`src/include/event_chan_pkg.sv`:
```
package event_chan_pkg;
   localparam int          ADDR_W        = 9;
   localparam int          DATA_W        = 32;
   localparam int          EV_W          = 16;
   localparam int          SEL_W         = 4;
   localparam int          TERMS         = 4;
   localparam int          INS           = 4;
   // Register byte offsets
   localparam logic [8:0]  OFS_DATA      = 9'h000;
   localparam logic [8:0]  OFS_CTRL      = 9'h080;
   localparam logic [8:0]  OFS_INSEL     = 9'h100;
   localparam logic [8:0]  OFS_TERM      = 9'h104;
   // Control field positions
   localparam int          CTRL_LOCK     = 7;
   localparam int          CTRL_DDB      = 3;
   localparam int          CTRL_OSE      = 2;
   localparam int          CTRL_TYPE_LO  = 0;
   localparam int          CTRL_SOFT_W   = 4;
   // Data field positions
   localparam int          DATA_EVOUT    = 7;
   localparam int          DATA_FSM_LO   = 4;
   localparam int          FSM_W         = 3;
   // Input select field low bits: A, B, C, D
   localparam int          INSEL_A_LO    = 24;
   localparam int          INSEL_B_LO    = 16;
   localparam int          INSEL_C_LO    = 8;
   localparam int          INSEL_D_LO    = 0;
   localparam logic [31:0] INSEL_MASK    = 32'h0F0F0F0F;
   localparam logic [31:0] REG_RESET     = 32'h00000000;
   // Per-input boolean encoding
   localparam logic [1:0]  CFG_ZERO      = 2'h0;
   localparam logic [1:0]  CFG_PASS      = 2'h1;
   localparam logic [1:0]  CFG_INV       = 2'h2;
   localparam logic [1:0]  CFG_ONE       = 2'h3;
   // Channel types
   localparam logic [1:0]  TYPE_OFF      = 2'h0;
   localparam logic [1:0]  TYPE_DMA      = 2'h1;
   localparam logic [1:0]  TYPE_TRIG     = 2'h2;
   localparam logic [1:0]  TYPE_IRQ      = 2'h3;
   // State readback codes and special write codes
   localparam logic [2:0]  FSMC_IDLE     = 3'h0;
   localparam logic [2:0]  FSMC_WFEVT    = 3'h1;
   localparam logic [2:0]  FSMC_ASSERT   = 3'h3;
   localparam logic [2:0]  FSMC_DONE     = 3'h7;
   localparam logic [2:0]  FSMC_WFCLR    = 3'h5;
   localparam logic [2:0]  FSMC_OSHOLD   = 3'h4;
   localparam logic [2:0]  FSMW_CAPTURE  = 3'h2;
   localparam logic [2:0]  FSMW_SOFTRST  = 3'h6;

   typedef enum logic [2:0] {
      ST_IDLE, ST_WFEVT, ST_ASSERT, ST_DONE, ST_WFCLR, ST_OSHOLD
   } chan_state_t;
endpackage
```
`src/core/event_channel.sv`:
```
`timescale 1ns/10ps
// Overview of operation
// - Lock bit stays set once written until hardware reset.
// - Locked: config register writes end in error, contents unchanged.
// - Done broadcast goes to selected inputs unless broadcast disable is set.
// - Broadcast disable also suppresses the forced done on disabled channel.
// - DMA channel done comes from the DMA completion input.
// - Trigger channel done in first cycle after entering assert.
// - Interrupt channel done the cycle after data write clearing output.
// - One-shot enable: fire once; clear: rearm and fire repeatedly.
// - Type 00 off, 01 DMA, 10 trigger, 11 interrupt.
// - Four 4-bit select fields pick inputs A, B, C, D.
// - Unused or disabled inputs have selection logic gated off.
// - Output is OR of four products of configured inputs.
// - Each product term uses eight configuration bits, two per input.
// - Encoding: 00 zero, 01 pass, 10 complement, 11 one.
// - Term 0 input A at bits 31:30, then B, C, D, terms 1-3.
// - Control write disabling or changing low four bits soft-resets machine.
module event_channel
   import event_chan_pkg::*;
#(
   parameter int EVW = EV_W
) (
   input  wire logic                clk,         // System clock
   input  wire logic                reset,       // Synchronous reset
   input  wire logic                bus_req,     // Access request, one cycle
   input  wire logic                bus_wr,      // Write when high
   input  wire logic [ADDR_W-1:0]   bus_addr,    // Byte address
   input  wire logic [DATA_W-1:0]   bus_wdata,   // Write data, all 32 bits used by term register, select keeps bits 0x0F0F0F0F
   output logic      [DATA_W-1:0]   bus_rdata,   // Read data
   output logic                     bus_ack,     // Access done pulse
   output logic                     bus_err,     // Error with ack
   input  wire logic [EVW-1:0]      event_in,    // Asynchronous event inputs
   input  wire logic                dma_done,    // DMA completion, same clock
   output logic                     dma_req,     // DMA request
   output logic                     hw_trigger,  // Hardware trigger
   output logic                     irq_req,     // Interrupt request
   output logic      [EVW-1:0]      done_out     // Done broadcast pulse
);
   generate
      if (EVW < 1 || EVW > (1 << SEL_W)) begin : g_bad_evw
         $error("event_channel: bad EVW");
      end
   endgenerate

   logic [EVW-1:0]  ev_meta_r;
   logic [EVW-1:0]  ev_sync_r;
   logic [31:0]     insel_r;
   logic [31:0]     terms_r;
   logic            lock_r;
   logic            ddb_r;
   logic            ose_r;
   logic [1:0]      type_r;
   logic            evout_r;
   logic [INS-1:0]  cap_r;
   chan_state_t     state_r;
   chan_state_t     state_nxt;
   logic [INS-1:0]  sel_in;
   logic            raw_out;
   logic            wr_data;
   logic            wr_ctrl;
   logic            wr_cfg;
   logic            soft_rst;
   logic            force_cap;
   logic            irq_ack;
   logic            done_evt;

   always_ff @(posedge clk) begin
      if (reset) begin
         ev_meta_r <= '0;
         ev_sync_r <= '0;
      end else begin
         ev_meta_r <= event_in;
         ev_sync_r <= ev_meta_r;
      end
   end

   sop_eval #(.EVW(EVW)) u_eval (
      .events  (ev_sync_r),
      .insel   (insel_r),
      .terms   (terms_r),
      .chan_on (type_r != TYPE_OFF),
      .sel_in  (sel_in),
      .raw_out (raw_out)
   );

   // Low bit of the select field of input i, order A, B, C, D
   function automatic int sel_lo(input int i);
      sel_lo = (i == 0) ? INSEL_A_LO : (i == 1) ? INSEL_B_LO : (i == 2) ? INSEL_C_LO : INSEL_D_LO;
   endfunction

   function automatic logic [2:0] state_code(input chan_state_t s);
      unique case (s)
         ST_IDLE:   state_code = FSMC_IDLE;
         ST_WFEVT:  state_code = FSMC_WFEVT;
         ST_ASSERT: state_code = FSMC_ASSERT;
         ST_DONE:   state_code = FSMC_DONE;
         ST_WFCLR:  state_code = FSMC_WFCLR;
         ST_OSHOLD: state_code = FSMC_OSHOLD;
      endcase
   endfunction

   assign wr_data  = bus_req && bus_wr && (bus_addr == OFS_DATA);
   assign wr_ctrl  = bus_req && bus_wr && (bus_addr == OFS_CTRL);
   assign wr_cfg   = bus_req && bus_wr && ((bus_addr == OFS_INSEL) || (bus_addr == OFS_TERM));
   assign soft_rst = (wr_ctrl && ((bus_wdata[CTRL_TYPE_LO +: 2] == TYPE_OFF)
                     || (bus_wdata[CTRL_SOFT_W-1:0] != {ddb_r, ose_r, type_r})))
                     || (wr_data && bus_wdata[DATA_FSM_LO +: FSM_W] == FSMW_SOFTRST);
   assign force_cap = wr_data && (type_r == TYPE_OFF)
                      && (bus_wdata[DATA_FSM_LO +: FSM_W] == FSMW_CAPTURE);
   // software write of one acknowledges interrupt
   assign irq_ack  = wr_data && bus_wdata[DATA_EVOUT] && (type_r == TYPE_IRQ);

   always_comb begin
      unique case (type_r)
         TYPE_DMA:  done_evt = dma_done;
         TYPE_TRIG: done_evt = 1'b1;
         TYPE_IRQ:  done_evt = irq_ack;
         default:   done_evt = 1'b0;
      endcase
   end

   // Register bus: answer one cycle after the request
   always_ff @(posedge clk) begin
      if (reset) begin
         bus_ack   <= 1'b0;
         bus_err   <= 1'b0;
         bus_rdata <= '0;
      end else begin
         bus_ack   <= bus_req;
         bus_err   <= 1'b0;
         bus_rdata <= '0;
         if (bus_req) begin
            unique case (bus_addr)
               OFS_DATA:  bus_rdata <= {24'h000000, evout_r, state_code(state_r), cap_r};
               OFS_CTRL:  bus_rdata <= {24'h000000, lock_r, 3'h0, ddb_r, ose_r, type_r};
               OFS_INSEL: bus_rdata <= insel_r;
               OFS_TERM:  bus_rdata <= terms_r;
               default:   bus_err   <= 1'b1;
            endcase
            if (wr_cfg && lock_r) begin
               bus_err <= 1'b1;
            end
         end
      end
   end

   // Configuration registers
   always_ff @(posedge clk) begin
      if (reset) begin
         insel_r <= REG_RESET;
         terms_r <= REG_RESET;
      end else if (wr_cfg && !lock_r) begin
         if (bus_addr == OFS_TERM) begin
            terms_r <= bus_wdata;
         end else begin
            insel_r <= bus_wdata & INSEL_MASK;
         end
      end
   end

   // Control register
   always_ff @(posedge clk) begin
      if (reset) begin
         lock_r <= 1'b0;
         ddb_r  <= 1'b0;
         ose_r  <= 1'b0;
         type_r <= TYPE_OFF;
      end else if (wr_ctrl) begin
         lock_r <= lock_r | bus_wdata[CTRL_LOCK];
         ddb_r  <= bus_wdata[CTRL_DDB];
         ose_r  <= bus_wdata[CTRL_OSE];
         type_r <= bus_wdata[CTRL_TYPE_LO +: 2];
      end
   end

   always_comb begin
      state_nxt = state_r;
      unique case (state_r)
         ST_IDLE:   if (type_r != TYPE_OFF) state_nxt = ST_WFEVT;
         ST_WFEVT:  if (raw_out) state_nxt = ST_ASSERT;
         ST_ASSERT: if (done_evt) state_nxt = ST_DONE;
         ST_DONE:   state_nxt = ose_r ? ST_OSHOLD : ST_WFCLR;
         ST_WFCLR:  if ((cap_r & sel_in) == '0) state_nxt = ST_WFEVT;
         ST_OSHOLD: state_nxt = ST_OSHOLD;
      endcase
      if (type_r == TYPE_OFF) begin
         state_nxt = ST_IDLE;
      end
   end

   always_ff @(posedge clk) begin
      if (reset || soft_rst) begin
         state_r <= ST_IDLE;
      end else begin
         state_r <= state_nxt;
      end
   end

   // Captured inputs and event output flag
   always_ff @(posedge clk) begin
      if (reset || soft_rst) begin
         cap_r   <= '0;
         evout_r <= 1'b0;
      end else begin
         if (force_cap) begin
            // Capture bypasses gating so a disabled channel still samples
            for (int i = 0; i < INS; i++) begin
               cap_r[i] <= ev_sync_r[insel_r[sel_lo(i) +: SEL_W]];
            end
         end else if (state_r == ST_WFEVT && raw_out) begin
            cap_r <= sel_in;
         end else if (state_r == ST_WFCLR) begin
            cap_r <= cap_r & sel_in;
         end
         if (state_r == ST_WFEVT && raw_out) begin
            evout_r <= 1'b1;
         end else if (state_r == ST_ASSERT && done_evt) begin
            evout_r <= 1'b0;
         end
      end
   end

   // Request outputs and done broadcast
   always_ff @(posedge clk) begin
      if (reset) begin
         dma_req    <= 1'b0;
         hw_trigger <= 1'b0;
         irq_req    <= 1'b0;
         done_out   <= '0;
      end else begin
         dma_req    <= evout_r && (type_r == TYPE_DMA);
         hw_trigger <= evout_r && (type_r == TYPE_TRIG);
         irq_req    <= evout_r && (type_r == TYPE_IRQ);
         done_out   <= '0;
         if (!ddb_r && state_r == ST_DONE) begin
            for (int i = 0; i < INS; i++) begin
               if (cap_r[i]) begin
                  done_out[insel_r[sel_lo(i) +: SEL_W]] <= 1'b1;
               end
            end
         end
         if (!ddb_r && force_cap) begin
            for (int i = 0; i < INS; i++) begin
               if (ev_sync_r[insel_r[sel_lo(i) +: SEL_W]]) begin
                  done_out[insel_r[sel_lo(i) +: SEL_W]] <= 1'b1;
               end
            end
         end
      end
   end
endmodule

```
`src/core/sop_eval.sv`:
```
`timescale 1ns/10ps
module sop_eval
   import event_chan_pkg::*;
#(
   parameter int EVW = EV_W
) (
   input  wire logic [EVW-1:0]    events,     // Synchronised event vector
   input  wire logic [31:0]       insel,      // Input select register
   input  wire logic [31:0]       terms,      // Boolean term register
   input  wire logic              chan_on,    // Channel type not disabled
   output logic      [INS-1:0]    sel_in,     // Selected inputs {D,C,B,A}
   output logic                   raw_out     // Sum of products
);
   localparam int SEL_LO [INS] = '{INSEL_A_LO, INSEL_B_LO, INSEL_C_LO, INSEL_D_LO};

   generate
      if (EVW > (1 << SEL_W)) begin : g_bad_evw
         $error("sop_eval: event vector wider than select");
      end
   endgenerate

   function automatic logic [1:0] cfg_of(input logic [31:0] t, input int term, input int inp);
      cfg_of = t[31 - 8*term - 2*inp -: 2];
   endfunction

   function automatic logic lit(input logic [1:0] c, input logic v);
      lit = (c[0] & v) | (c[1] & ~v);
   endfunction

   genvar gi;
   generate
      for (gi = 0; gi < INS; gi++) begin : g_sel
         logic used;
         logic [SEL_W-1:0] idx;
         always_comb begin
            used = 1'b0;
            for (int t = 0; t < TERMS; t++) begin
               used = used | (cfg_of(terms, t, gi) == CFG_PASS) | (cfg_of(terms, t, gi) == CFG_INV);
            end
            idx = insel[SEL_LO[gi] +: SEL_W];
         end
         assign sel_in[gi] = (used && chan_on) ? events[idx] : 1'b0;
      end
   endgenerate

   always_comb begin
      logic p;
      p       = 1'b0;
      raw_out = 1'b0;
      for (int t = 0; t < TERMS; t++) begin
         p = 1'b1;
         for (int i = 0; i < INS; i++) begin
            p = p & lit(cfg_of(terms, t, i), sel_in[i]);
         end
         raw_out = raw_out | p;
      end
   end
endmodule

```
`config.mk`:
```
export PLATFORM = sky130hd
export DESIGN_NAME = event_channel
export DESIGN_NICKNAME = d
export VERILOG_FILES = /design/src/include/event_chan_pkg.sv /design/src/core/event_channel.sv /design/src/core/sop_eval.sv
export SDC_FILE = /design/constraint.sdc
export NUM_CORES = 1
export LEC_CHECK = 0
export BUFFER_PORTS_ARGS = -buffer_cell sky130_fd_sc_hd__clkbuf_2
export CORE_MARGIN = 3
export CORE_UTILIZATION = 30
export CTS_CLUSTER_DIAMETER = 200
export CTS_CLUSTER_SIZE = 8
export DETAILED_ROUTE_END_ITERATION = 10
export GPL_ROUTABILITY_DRIVEN = 0
export HOLD_SLACK_MARGIN = 0.06
export PLACE_DENSITY_LB_ADDON = 0.3
export SLEW_MARGIN = 20
export SYNTH_ARGS = -nofsm -noshare
export SYNTH_HDL_FRONTEND = slang
export SYNTH_HIERARCHICAL = 1
export SYNTH_SLANG_ARGS = --single-unit
```
`constraint.sdc`:
```
create_clock -name clk -period 3.6 [get_ports clk]
set_input_delay 0.18 -clock clk [delete_from_list [all_inputs] [get_ports clk]]
set_output_delay 0.18 -clock clk [all_outputs]
set_load 0.01 [all_outputs]
```
==> results of run 1 <==
how the worst min path moves through the flow:
stage                           start  slack, ps  cells past startpoint           end
final                          bus_wr        150                      5       bus_err
after global routing           bus_wr        150                      5       bus_err
after CTS                      bus_wr        130                      5       bus_err
after detailed placement  event_in[4]        390                      2  ev_meta_r[4]
after global placement    event_in[6]        390                      2  ev_meta_r[6]
after floorplan           event_in[0]        310                      1  ev_meta_r[0]
repair_timing:
| action | CTS | global route |
|---|---|---|
| hold buffers | 49 | 0 |
| setup endpoints to repair | 0 | 5 |
| resized for setup | 0 | 2 |
| hold endpoints to repair | 65 | 0 |
sequential cells by signal (all words and copies together) (netlist names), 2 cells and up:
register	count
bus_rdata	32
cap_r	4
done_out	16
ev_meta_r	16
insel_r	16
type_r	2
terms_r	32
state_r	3
ev_sync_r	16
cell type report:
| type | instances | area (sq um) |
|---|---|---|
| fillers | 2467 | 15000 |
| multi-input cells | 667 | 4340 |
| flip-flops and latches | 146 | 2920 |
| repair buffers | 197 | 1320 |
| clock buffers | 17 | 425 |
| well taps | 324 | 405 |
| clock inverters | 15 | 189 |
| inverters | 8 | 30.0 |
worst min-delay path: cells and delay by family:
family | cells | cell delay (ps)
AO/OA/AOI/OAI | 1 | 60
buffers and inverters | 1 | 90
AND/OR/NAND/NOR | 3 | 200
power by group:
| part | internal, W | leakage [nW] | switching, W |
|---|---|---|---|
| Combinational | 0.000100 | 1.87 | 0.0000746 |
| Clock | 0.000999 | 0.296 | 0.000858 |
| Sequential | 0.00163 | 1.18 | 0.0000254 |
| Total | 0.00273 | 3.34 | 0.000958 |
layer usage:
layer / vias to the layer above / GRT usage
met5: - / 0
met4: 0 / 0.0770
met3: 51 / 0.0384
met2: 340 / 0.278
met1: 3447 / 0.254
li1: 3516 / -
metrics by stage:
stage / utilization / power, W / setup WS [ps] / setup TNS, ps
final: 0.391 / 0.00369 / 228 / 0
after global routing: 0.391 / 0.00380 / -2.68 / -2.68
after CTS: 0.391 / 0.00372 / 103 / 0
after detailed placement: 0.346 / 0.00183 / 155 / 0
after global placement: 0.346 / 0.00183 / 229 / 0
after floorplan: - / 0.00175 / 468 / 0
==> summary.md, run 1 <==
| Metric | Value |
|---|---|
| GR Util All Layers | `0.184` |
| Fmax | `~300 MHz` |
| Req. time, crit path | `3950 ps` |
| Antenna cells | `0` |
| Initial antenna violation count | `0` |
| Max Cap Viol | `0` |
| Max Used Layer | `met4` |
| Clk sinks | `146` |
| Htree depth | `4` |
| Core footprint | `0.0246 sq mm` |
| Syn nets | `955` |
| Fin. max-slew vios | `0` |
| Initial drt markers | `694` |
| Stages on worst setup path | `9` |
| Nets | `1099` |
| R2R Setup Slk | `230 ps` |
| Status | `finished, final reports clean` |
| Peak supply drop | `roughly 310 uV` |
| Beginning of the critical path | `insel_r[27]` |
| Ys Warns | `6` |
| Io pins | `between 100 and 150` |
| Synth-to-Final Area Change | `26.8%` |
| Clock tree buffer depth | `2` |
| Worst-margin pin slew | `725 ps` |
| ANT nets after route | `0` |
| Cell family with most CP delay | `simple AND/OR/NAND/NOR gates` |
| Congestion Overflow GR | `0` |
| Buf/Inv on CP | `0` |
| Vias in the first global route | `7054` |
| Placement Cell Area | `0.00852 sq mm` |
| CTS tree | `built` |
| Site Rows | `57` |
| Worst reg2reg path depth | `9` |
| Skew final | `10.1 ps` |
| Post-route clock period utilization | `0.937` |
| Vias | `about 7400` |
| Metal3 WL | `approximately 1.7 mm` |
| Crit-path max FO | `12` |
| DR vias/cell | `about 5.4` |
| Pre-Repair DR Iteration Count | `5` |
| Hold WS | `146 ps` |
| Slowest stage delay, CP | `around 650 ps` |
| Tightest Hold Check Type | `input pin to flip-flop` |
| P_leak | `3.34 nW` |
| Largest net degree at the start of global routing | `just over 40` |
| Type of origin of the critical path | `flip-flop` |
| Reg2Reg Capture Point | `state_r[0]` |
| Setup crit end kind | `flip-flop` |
| DIE AREA | `about 0.027 sq mm` |
| Post-route cell area | `0.00963 sq mm` |
| Post-synth design cell area | `0.00760 sq mm` |
| Slew HR | `0.517` |
| Die H | `between 150 and 200 um` |
| CTS Buf Count | `17` |
| Detailed Place HPWL | `roughly 18 mm` |
| Number of remaining DRC errors | `0` |
| Port bufs | `114` |
| Metal2 WL | `roughly 11 mm` |
| Setup violations, final | `0` |
| Worst-path clk slew | `70 ps` |
| Pwr Density | `383 mW/mm^2` |
| Synth Area per Inst | `between 8 and 9 sq um` |
| Chip width | `165 um` |
| Fraction of final layout cells sized beyond drive strength 1 | `0.224` |
| WP data arrival | `3720 ps` |
| Most frequent cells in the layout | `dfxtp_1 (146), nand2_1 (128), clkbuf_2 (113)` |
| Routed wire per std cell | `18.4 um` |
| DP Cell Count | `1293` |
| R2R Path Start | `insel_r[27]` |
| Non-filler cells, final | `between 1000 and 1500` |
| Most common cell after layout, fill and taps aside | `dfxtp_1` |
| Total Routed Length | `25.3 mm` |
| Met1 wire length | `11.4 mm` |
| CP endpoint | `state_r[0]` |
| Worst skew pair latency | `440 ps` |
| CTS Root Cell | `clkbuf_16` |
| Critical-path cell list | `mux2i_1 -> a221oi_1 -> a22oi_1 -> nor2_2 -> mux2i_1 -> nor4_1 -> or4_1 -> or4_1 -> a2111oi_4` |
| Post-synthesis cell count | `893` |
| Final Critical Period | `3370 ps` |
| Initial Util | `0.309` |
| Global-route wire length before repair | `39.2 mm` |
| Setup bufs post-CTS | `0` |
| Crit Path Class | `flip-flop to flip-flop` |
| Fin. Hold Viols | `0` |
| CP max-delay cell | `dfxtp_1` |
Power figures use the tool's default switching activity.
==> run 2, diff against run 1 <==
--- a/config.mk
+++ b/config.mk
@@ -5,9 +5,11 @@
 export SDC_FILE = /design/constraint.sdc
 export NUM_CORES = 1
 export LEC_CHECK = 0
+export ABC_AREA = 1
 export BUFFER_PORTS_ARGS = -buffer_cell sky130_fd_sc_hd__clkbuf_2
 export CORE_MARGIN = 3
 export CORE_UTILIZATION = 30
+export CTS_BUF_LIST = sky130_fd_sc_hd__clkbuf_16
 export CTS_CLUSTER_DIAMETER = 200
 export CTS_CLUSTER_SIZE = 8
 export DETAILED_ROUTE_END_ITERATION = 10
==> summary.md, run 2 <==
| Metric | Value |
|---|---|
| Status | `finished, final reports clean` |
| Cell family with most CP delay | `simple AND/OR/NAND/NOR gates` |
| Clock tree buffer depth | `2 (unchanged)` |
| FF/Latch Area | `0.00292 sq mm (unchanged)` |
| CTS resizes | `0 (unchanged)` |
| Total Routed Length | `29.6 mm (+17%)` |
| Initial antenna violation count | `0 (unchanged)` |
| Crit-path max FO | `22 (+10)` |
| Crit Path Class | `flip-flop to flip-flop` |
| Tightest Hold Check Type | `input pin to flip-flop` |
| CTS tree | `built` |
| Fill cells | `3046 (+23%)` |
| ANT nets after route | `0 (unchanged)` |
| Routed wire per std cell | `15.6 um (-15%)` |
| Fmax | `361 MHz (+22%)` |
| Initial Util | `0.309 (about the same)` |
| Setup violations, final | `0 (unchanged)` |
| DIE AREA | `0.0311 sq mm (+14%)` |
| Final Critical Period | `2770 ps (-598 ps)` |
| Setup crit end kind | `flip-flop` |
| Congestion Overflow GR | `0 (unchanged)` |
| Port bufs | `114 (unchanged)` |
| Antenna cells | `0 (unchanged)` |
| Vias in the first global route | `8559 (+21%)` |
| CP max-delay cell | `dfxtp_1` |
| Multi-input logic area | `0.00478 sq mm (+10%)` |
| Vias | `9315 (+27%)` |
| Placement Cell Area | `0.00952 sq mm (+12%)` |
| Pwr Density | `347 mW/mm^2 (-9.5%)` |
| Post-route clock period utilization | `0.770 (-0.166)` |
| Htree depth | `4 (unchanged)` |
| Number of remaining DRC errors | `0 (unchanged)` |
| Largest regs | `bus_rdata (32), terms_r (32)` |
| Core footprint | `0.0282 sq mm (+14%)` |
| Critical-path cell list | `nand2_1 -> nand3_2 -> nand3_2 -> nand3_4 -> nand3_4 -> inv_2 -> nand2_1 -> nand2_1 -> nand2_1 -> nor2_1 -> nor2_1 -> nand2_1 -> nand2_1 -> nand3_1 -> nand3_1 -> nand3_1 -> inv_1` |
| WP data arrival | `3090 ps (-630 ps)` |
| Die H | `176 um (+6.7%)` |
| Slew HR | `0.273 (-0.244)` |
| Clk sinks | `146 (unchanged)` |
| GR Util All Layers | `0.188 (+0.00419)` |
| Cts hold-fix bufs | `41 (-16%)` |
| Syn nets | `1443 (+51%)` |
| P_leak | `4.60 nW (+38%)` |
| Site Rows | `61 (+7.0%)` |
| Largest net degree at the start of global routing | `71 (+73%)` |
| Finished Core Util | `0.373 (-0.0183)` |
| Synth Area per Inst | `6.30 sq um (-26%)` |
| Post-synthesis cell count | `1381 (+55%)` |
| Initial drt markers | `855 (+23%)` |
| Max Cap Viol | `0 (unchanged)` |
| Worst path most repeated cell | `nand2_1` |
| Io pins | `115 (unchanged)` |
| Worst-margin pin slew | `1080 ps (+357 ps)` |
| Ys Warns | `6 (unchanged)` |
| Setup TNS | `0 ps (unchanged)` |
| Req. time, crit path | `3920 ps (-30 ps)` |
| Fin. max-slew vios | `0 (unchanged)` |
| Most frequent cells in the layout | `nand2_1 (497), nor2_1 (196), inv_1 (172)` |
| RSZ-0062 raised after global routing | `no` |
| Detailed Place HPWL | `21.5 mm (+22%)` |
| Buf/Inv on CP | `2 (+2)` |
| CTS Root Cell | `clkbuf_16` |
| Slowest stage delay, CP | `980 ps (+330 ps)` |
| Post-route cell area | `0.0105 sq mm (+9.1%)` |
| Synth-to-Final Area Change | `20.8%` |
| Nets | `1572 (+43%)` |
| Pre-Repair DR Iteration Count | `6 (+1)` |
| Worst-path clk slew | `80 ps (about the same)` |
| Skew final | `23.6 ps (+13.6 ps)` |
| Post-synth design cell area | `0.00870 sq mm (+14%)` |
| Peak supply drop | `287 uV (-7.9%)` |
| Global-route wire length before repair | `46.6 mm (+19%)` |
| Chip width | `176 um (+6.7%)` |
| Fin. Hold Viols | `0 (unchanged)` |
| DR vias/cell | `4.90 (-8.4%)` |
| Worst skew pair latency | `440 ps (about the same)` |
| Setup bufs post-CTS | `0 (unchanged)` |
| Non-filler cells, final | `1901 (+38%)` |
| Fraction of final layout cells sized beyond drive strength 1 | `0.139 (-0.0846)` |
| CTS Buf Count | `17 (unchanged)` |
| Type of origin of the critical path | `flip-flop` |
| Most common cell after layout, fill and taps aside | `nand2_1` |
| DP Cell Count | `1828 (+41%)` |
-- run 2: area by class of cell --
cell class	instances	share of cell area
Clock buffer	17	0.0405
Clock inverter	15	0.0151
Inverter	187	0.0687
Multi-Input combinational cell	997	0.455
Sequential cell	146	0.278
Tap cell	378	0.0450
Timing Repair Buffer	161	0.0976
-- run 2: path summary, 6_finish.rpt --
| check | startpoint | slack [ps] | to | cells past startpoint |
|---|---|---|---|---|
| worst min register to register | ev_meta_r[10] | 400 | ev_sync_r[10] | 2 |
| worst min-delay path | bus_wdata[7] | 80 | terms_r[7] | 3 |
| worst max register to register | insel_r[8] | 830 | cap_r[3] | 17 |
| worst max-delay path | insel_r[8] | 830 | cap_r[3] | 17 |
-- run 2: per-layer routing --
metal | up-vias | track usage | wire, um
li1 | 4616 | - | -
met1 | 4251 | 0.267 | 13700
met2 | 399 | 0.289 | 13000
met3 | 49 | 0.0331 | 2260
met4 | 0 | 0.0607 | 617
met5 | - | 0 | 0
-- run 2: power by group --
group          leakage [nW]  internal (W)  switching (W)
registers              1.18       0.00163      0.0000208
logic                  3.13     0.0000880       0.000123
clock network         0.282      0.000931       0.000850
total                  4.60       0.00265       0.000994
-- run 2: metrics by stage --
step,setup slack (ps),hold WS [ps],power (W)
2_1_floorplan,1570,287,0.00178
3_3_place_gp,1040,377,0.00186
3_5_place_dp,958,375,0.00187
4_1_cts,933,65.5,0.00368
5_1_grt,629,87.4,0.00378
6_report,826,80.0,0.00365
-- run 2: worst reg2reg max path, stage by stage (launching register included) --
cell	delay [ps]
dfxtp_1	980
nand2_1	160
nand3_2	120
nand3_2	110
nand3_4	120
nand3_4	100
inv_2	110
nand2_1	60
nand2_1	60
nand2_1	50
nor2_1	80
nor2_1	40
nand2_1	140
nand2_1	150
nand3_1	180
nand3_1	90
nand3_1	80
inv_1	40
==> run 3, diff against run 2 <==
==> constraint.sdc (replaced) <==
create_clock -name clk -period 2.62 [get_ports clk]
set_input_delay 0.131 -clock clk [delete_from_list [all_inputs] [get_ports clk]]
set_output_delay 0.131 -clock clk [all_outputs]
set_load 0.01 [all_outputs]
==> summary.md, run 3 (synthesis gave the netlist of run 2 again) <==
| Metric | Value |
|---|---|
| Status | `finished, final reports clean` |
| Fraction of final layout cells sized beyond drive strength 1 | `0.151 (+0.0113)` |
| Most Crowded Layer GR | `met2` |
| Worst-margin pin slew | `959 ps (-123 ps)` |
| Worst reg2reg path depth | `13 (-4)` |
| Reg2Reg Capture Point | `done_out[5]` |
| CTS Root Cell | `clkbuf_16` |
| DR vias/cell | `4.89 (-0.24%)` |
| R2R Setup Slk | `220 ps (-600 ps)` |
| Max Cap Viol | `0 (unchanged)` |
| Initial Util | `0.309 (unchanged)` |
| Final Critical Period | `2400 ps (-376 ps)` |
| Clock tree buffer depth | `2 (unchanged)` |
| Pre-CTS worst setup slack | `253 ps (-705 ps)` |
| Initial drt markers | `1071 (+25%)` |
| Pwr Density | `479 mW/mm^2 (+38%)` |
| Stages on worst setup path | `13 (-4)` |
| Largest net degree at the start of global routing | `88 (+24%)` |
| Die H | `176 um (unchanged)` |
| Setup bufs post-CTS | `0 (unchanged)` |
| P_leak | `4.74 nW (+3.0%)` |
| Vias | `9415 (+1.1%)` |
| Skew final | `16.3 ps (-7.35 ps)` |
| CTS Buf Count | `17 (unchanged)` |
| Worst-path clk slew | `80 ps (about the same)` |
| Number of remaining DRC errors | `0 (unchanged)` |
| Met1 usage | `0.275 (+0.00780)` |
| Combinational share of power | `0.059 (about the same)` |
| Global-route wire length before repair | `47.3 mm (+1.5%)` |
| Routed wire per std cell | `15.7 um (+1.0%)` |
| Congestion Overflow GR | `0 (unchanged)` |
| Synth-to-Final Area Change | `23.7%` |
| Core footprint | `0.0282 sq mm (unchanged)` |
| Total Routed Length | `30.3 mm (+2.4%)` |
| Type of origin of the critical path | `flip-flop` |
| ANT nets after route | `0 (unchanged)` |
| Slowest stage delay, CP | `640 ps (-340 ps)` |
| DIE AREA | `0.0311 sq mm (unchanged)` |
| Setup violations, final | `0 (unchanged)` |
| Io pins | `115 (unchanged)` |
| Worst skew pair latency | `430 ps (about the same)` |
| Critical-path cell list | `buf_4 -> inv_2 -> nand2_1 -> nand2_1 -> nand2_1 -> nand2_1 -> nand2_1 -> nand2_1 -> nor2_4 -> nand2_1 -> nand2_1 -> o21ai_1 -> a21oi_1` |
| Hold Crit Depth | `6 (+3)` |
| CTS tree | `built` |
| Met2 usage | `0.297 (+0.00805)` |
| Placement Cell Area | `0.00965 sq mm (+1.4%)` |
| Port bufs | `114 (unchanged)` |
| Site Rows | `61 (unchanged)` |
| CP endpoint | `done_out[5]` |
| Power share of the clock group | `0.501 (+0.012)` |
| Pre-Repair DR Iteration Count | `5 (-1)` |
| Peak supply drop | `371 uV (+29%)` |
| Slew HR | `0.360 (+0.0878)` |
| Seq pwr share | `0.441 (-0.012)` |
| Fin. max-slew vios | `0 (unchanged)` |
| GR Util All Layers | `0.192 (+0.00414)` |
| Setup TNS | `0 ps (unchanged)` |
| CP max-delay cell | `dfxtp_1` |
| Cell family with most CP delay | `simple AND/OR/NAND/NOR gates` |
| Fin. Hold Viols | `0 (unchanged)` |
| RSZ-0062 raised after global routing | `no` |
| Largest regs | `bus_rdata (32), terms_r (32)` |
| Chip width | `176 um (unchanged)` |
| Clk sinks | `146 (unchanged)` |
| Setup WS post-layout | `222 ps (-604 ps)` |
| Switching Share | `0.273 (about the same)` |
| Nets | `1597 (+1.6%)` |
| Crit Path Class | `flip-flop to flip-flop` |
| Post-route clock period utilization | `0.915 (+0.145)` |
| WP data arrival | `2730 ps (-360 ps)` |
| Vias in the first global route | `8731 (+2.0%)` |
| Antenna cells | `0 (unchanged)` |
| Fmax | `417 MHz (+16%)` |
| Htree depth | `4 (unchanged)` |
| Pint | `0.00375 W (+41%)` |
| Setup crit end kind | `flip-flop` |
| Req. time, crit path | `2950 ps (-970 ps)` |
| R2R Path Start | `insel_r[8]` |
| P_sw | `0.00141 W (+41%)` |
| Crit-path max FO | `17 (-23%)` |
| Post-route cell area | `0.0108 sq mm (+2.4%)` |
| Initial antenna violation count | `0 (unchanged)` |
| Tightest Hold Check Type | `input pin to flip-flop` |
| Most frequent cells in the layout | `nand2_1 (497), nor2_1 (196), inv_1 (172)` |
| Detailed Place HPWL | `22.0 mm (+2.1%)` |
| M3 GR Usage | `0.0290 (-0.00409)` |
| Worst path most repeated cell | `nand2_1` |
| Most common cell after layout, fill and taps aside | `nand2_1` |
| Beginning of the critical path | `insel_r[8]` |
| Buf/Inv on CP | `2 (unchanged)` |
run 3: power by group through the flow:
| stage | combinational, W | sequential, W | clock (W) |
|---|---|---|---|
| 2_1_floorplan | 0.000142 | 0.00231 | 0 |
| 3_3_place_gp | 0.000244 | 0.00232 | 0 |
| 3_5_place_dp | 0.000245 | 0.00232 | 0 |
| 4_1_cts | 0.000301 | 0.00227 | 0.00263 |
| 5_1_grt | 0.000334 | 0.00227 | 0.00271 |
| 6_report | 0.000302 | 0.00227 | 0.00258 |
run 3: how the worst min path moves through the flow:
stage / end / startpoint
2_1_floorplan: ev_meta_r[0] / event_in[0]
3_3_place_gp: ev_meta_r[5] / event_in[5]
3_5_place_dp: ev_meta_r[9] / event_in[9]
4_1_cts: state_r[1] / dma_done
5_1_grt: state_r[1] / dma_done
6_report: state_r[1] / dma_done
run 3: timing repair:
item,CTS,global route
resized for setup,0,5
endpoints found under the hold margin,60,0
setup endpoints to repair,0,5
hold buffers,48,0
run 3: metrics by stage:
step           total power, W  cells  hold WS [ps]   util
2_1_floorplan         0.00245   1381           238      -
5_1_grt               0.00532   1926           228  0.382
4_1_cts               0.00520   1926           161  0.381
3_5_place_dp          0.00257   1846           326  0.343
3_3_place_gp          0.00257   1846           325  0.343
6_report              0.00515   1926           178  0.382
run 3: final cells by class:
| type | instances | area [sq um] |
|---|---|---|
| fill | 2999 | 17400 |
| multi-input combinational | 997 | 4790 |
| sequential | 146 | 2930 |
| timing repair buffer | 186 | 1230 |
| inverter | 187 | 722 |
| tap | 378 | 473 |
| clock buffer | 17 | 425 |
| clock inverter | 15 | 185 |
run 3: layer usage:
layer / vias up / part of all wire
met5: - / 0
met4: 0 / 0.017
met3: 34 / 0.073
met2: 403 / 0.45
met1: 4319 / 0.46
li1: 4659 / -
run 3: worst register-to-register path, cell delays in order (launching register included):
cell and delay, ps:
dfxtp_1 640, buf_4 270, inv_2 100, nand2_1 80, nand2_1 50, nand2_1 50, nand2_1 50, nand2_1 50
nand2_1 80, nor2_4 430, nand2_1 110, nand2_1 90, o21ai_1 70, a21oi_1 210
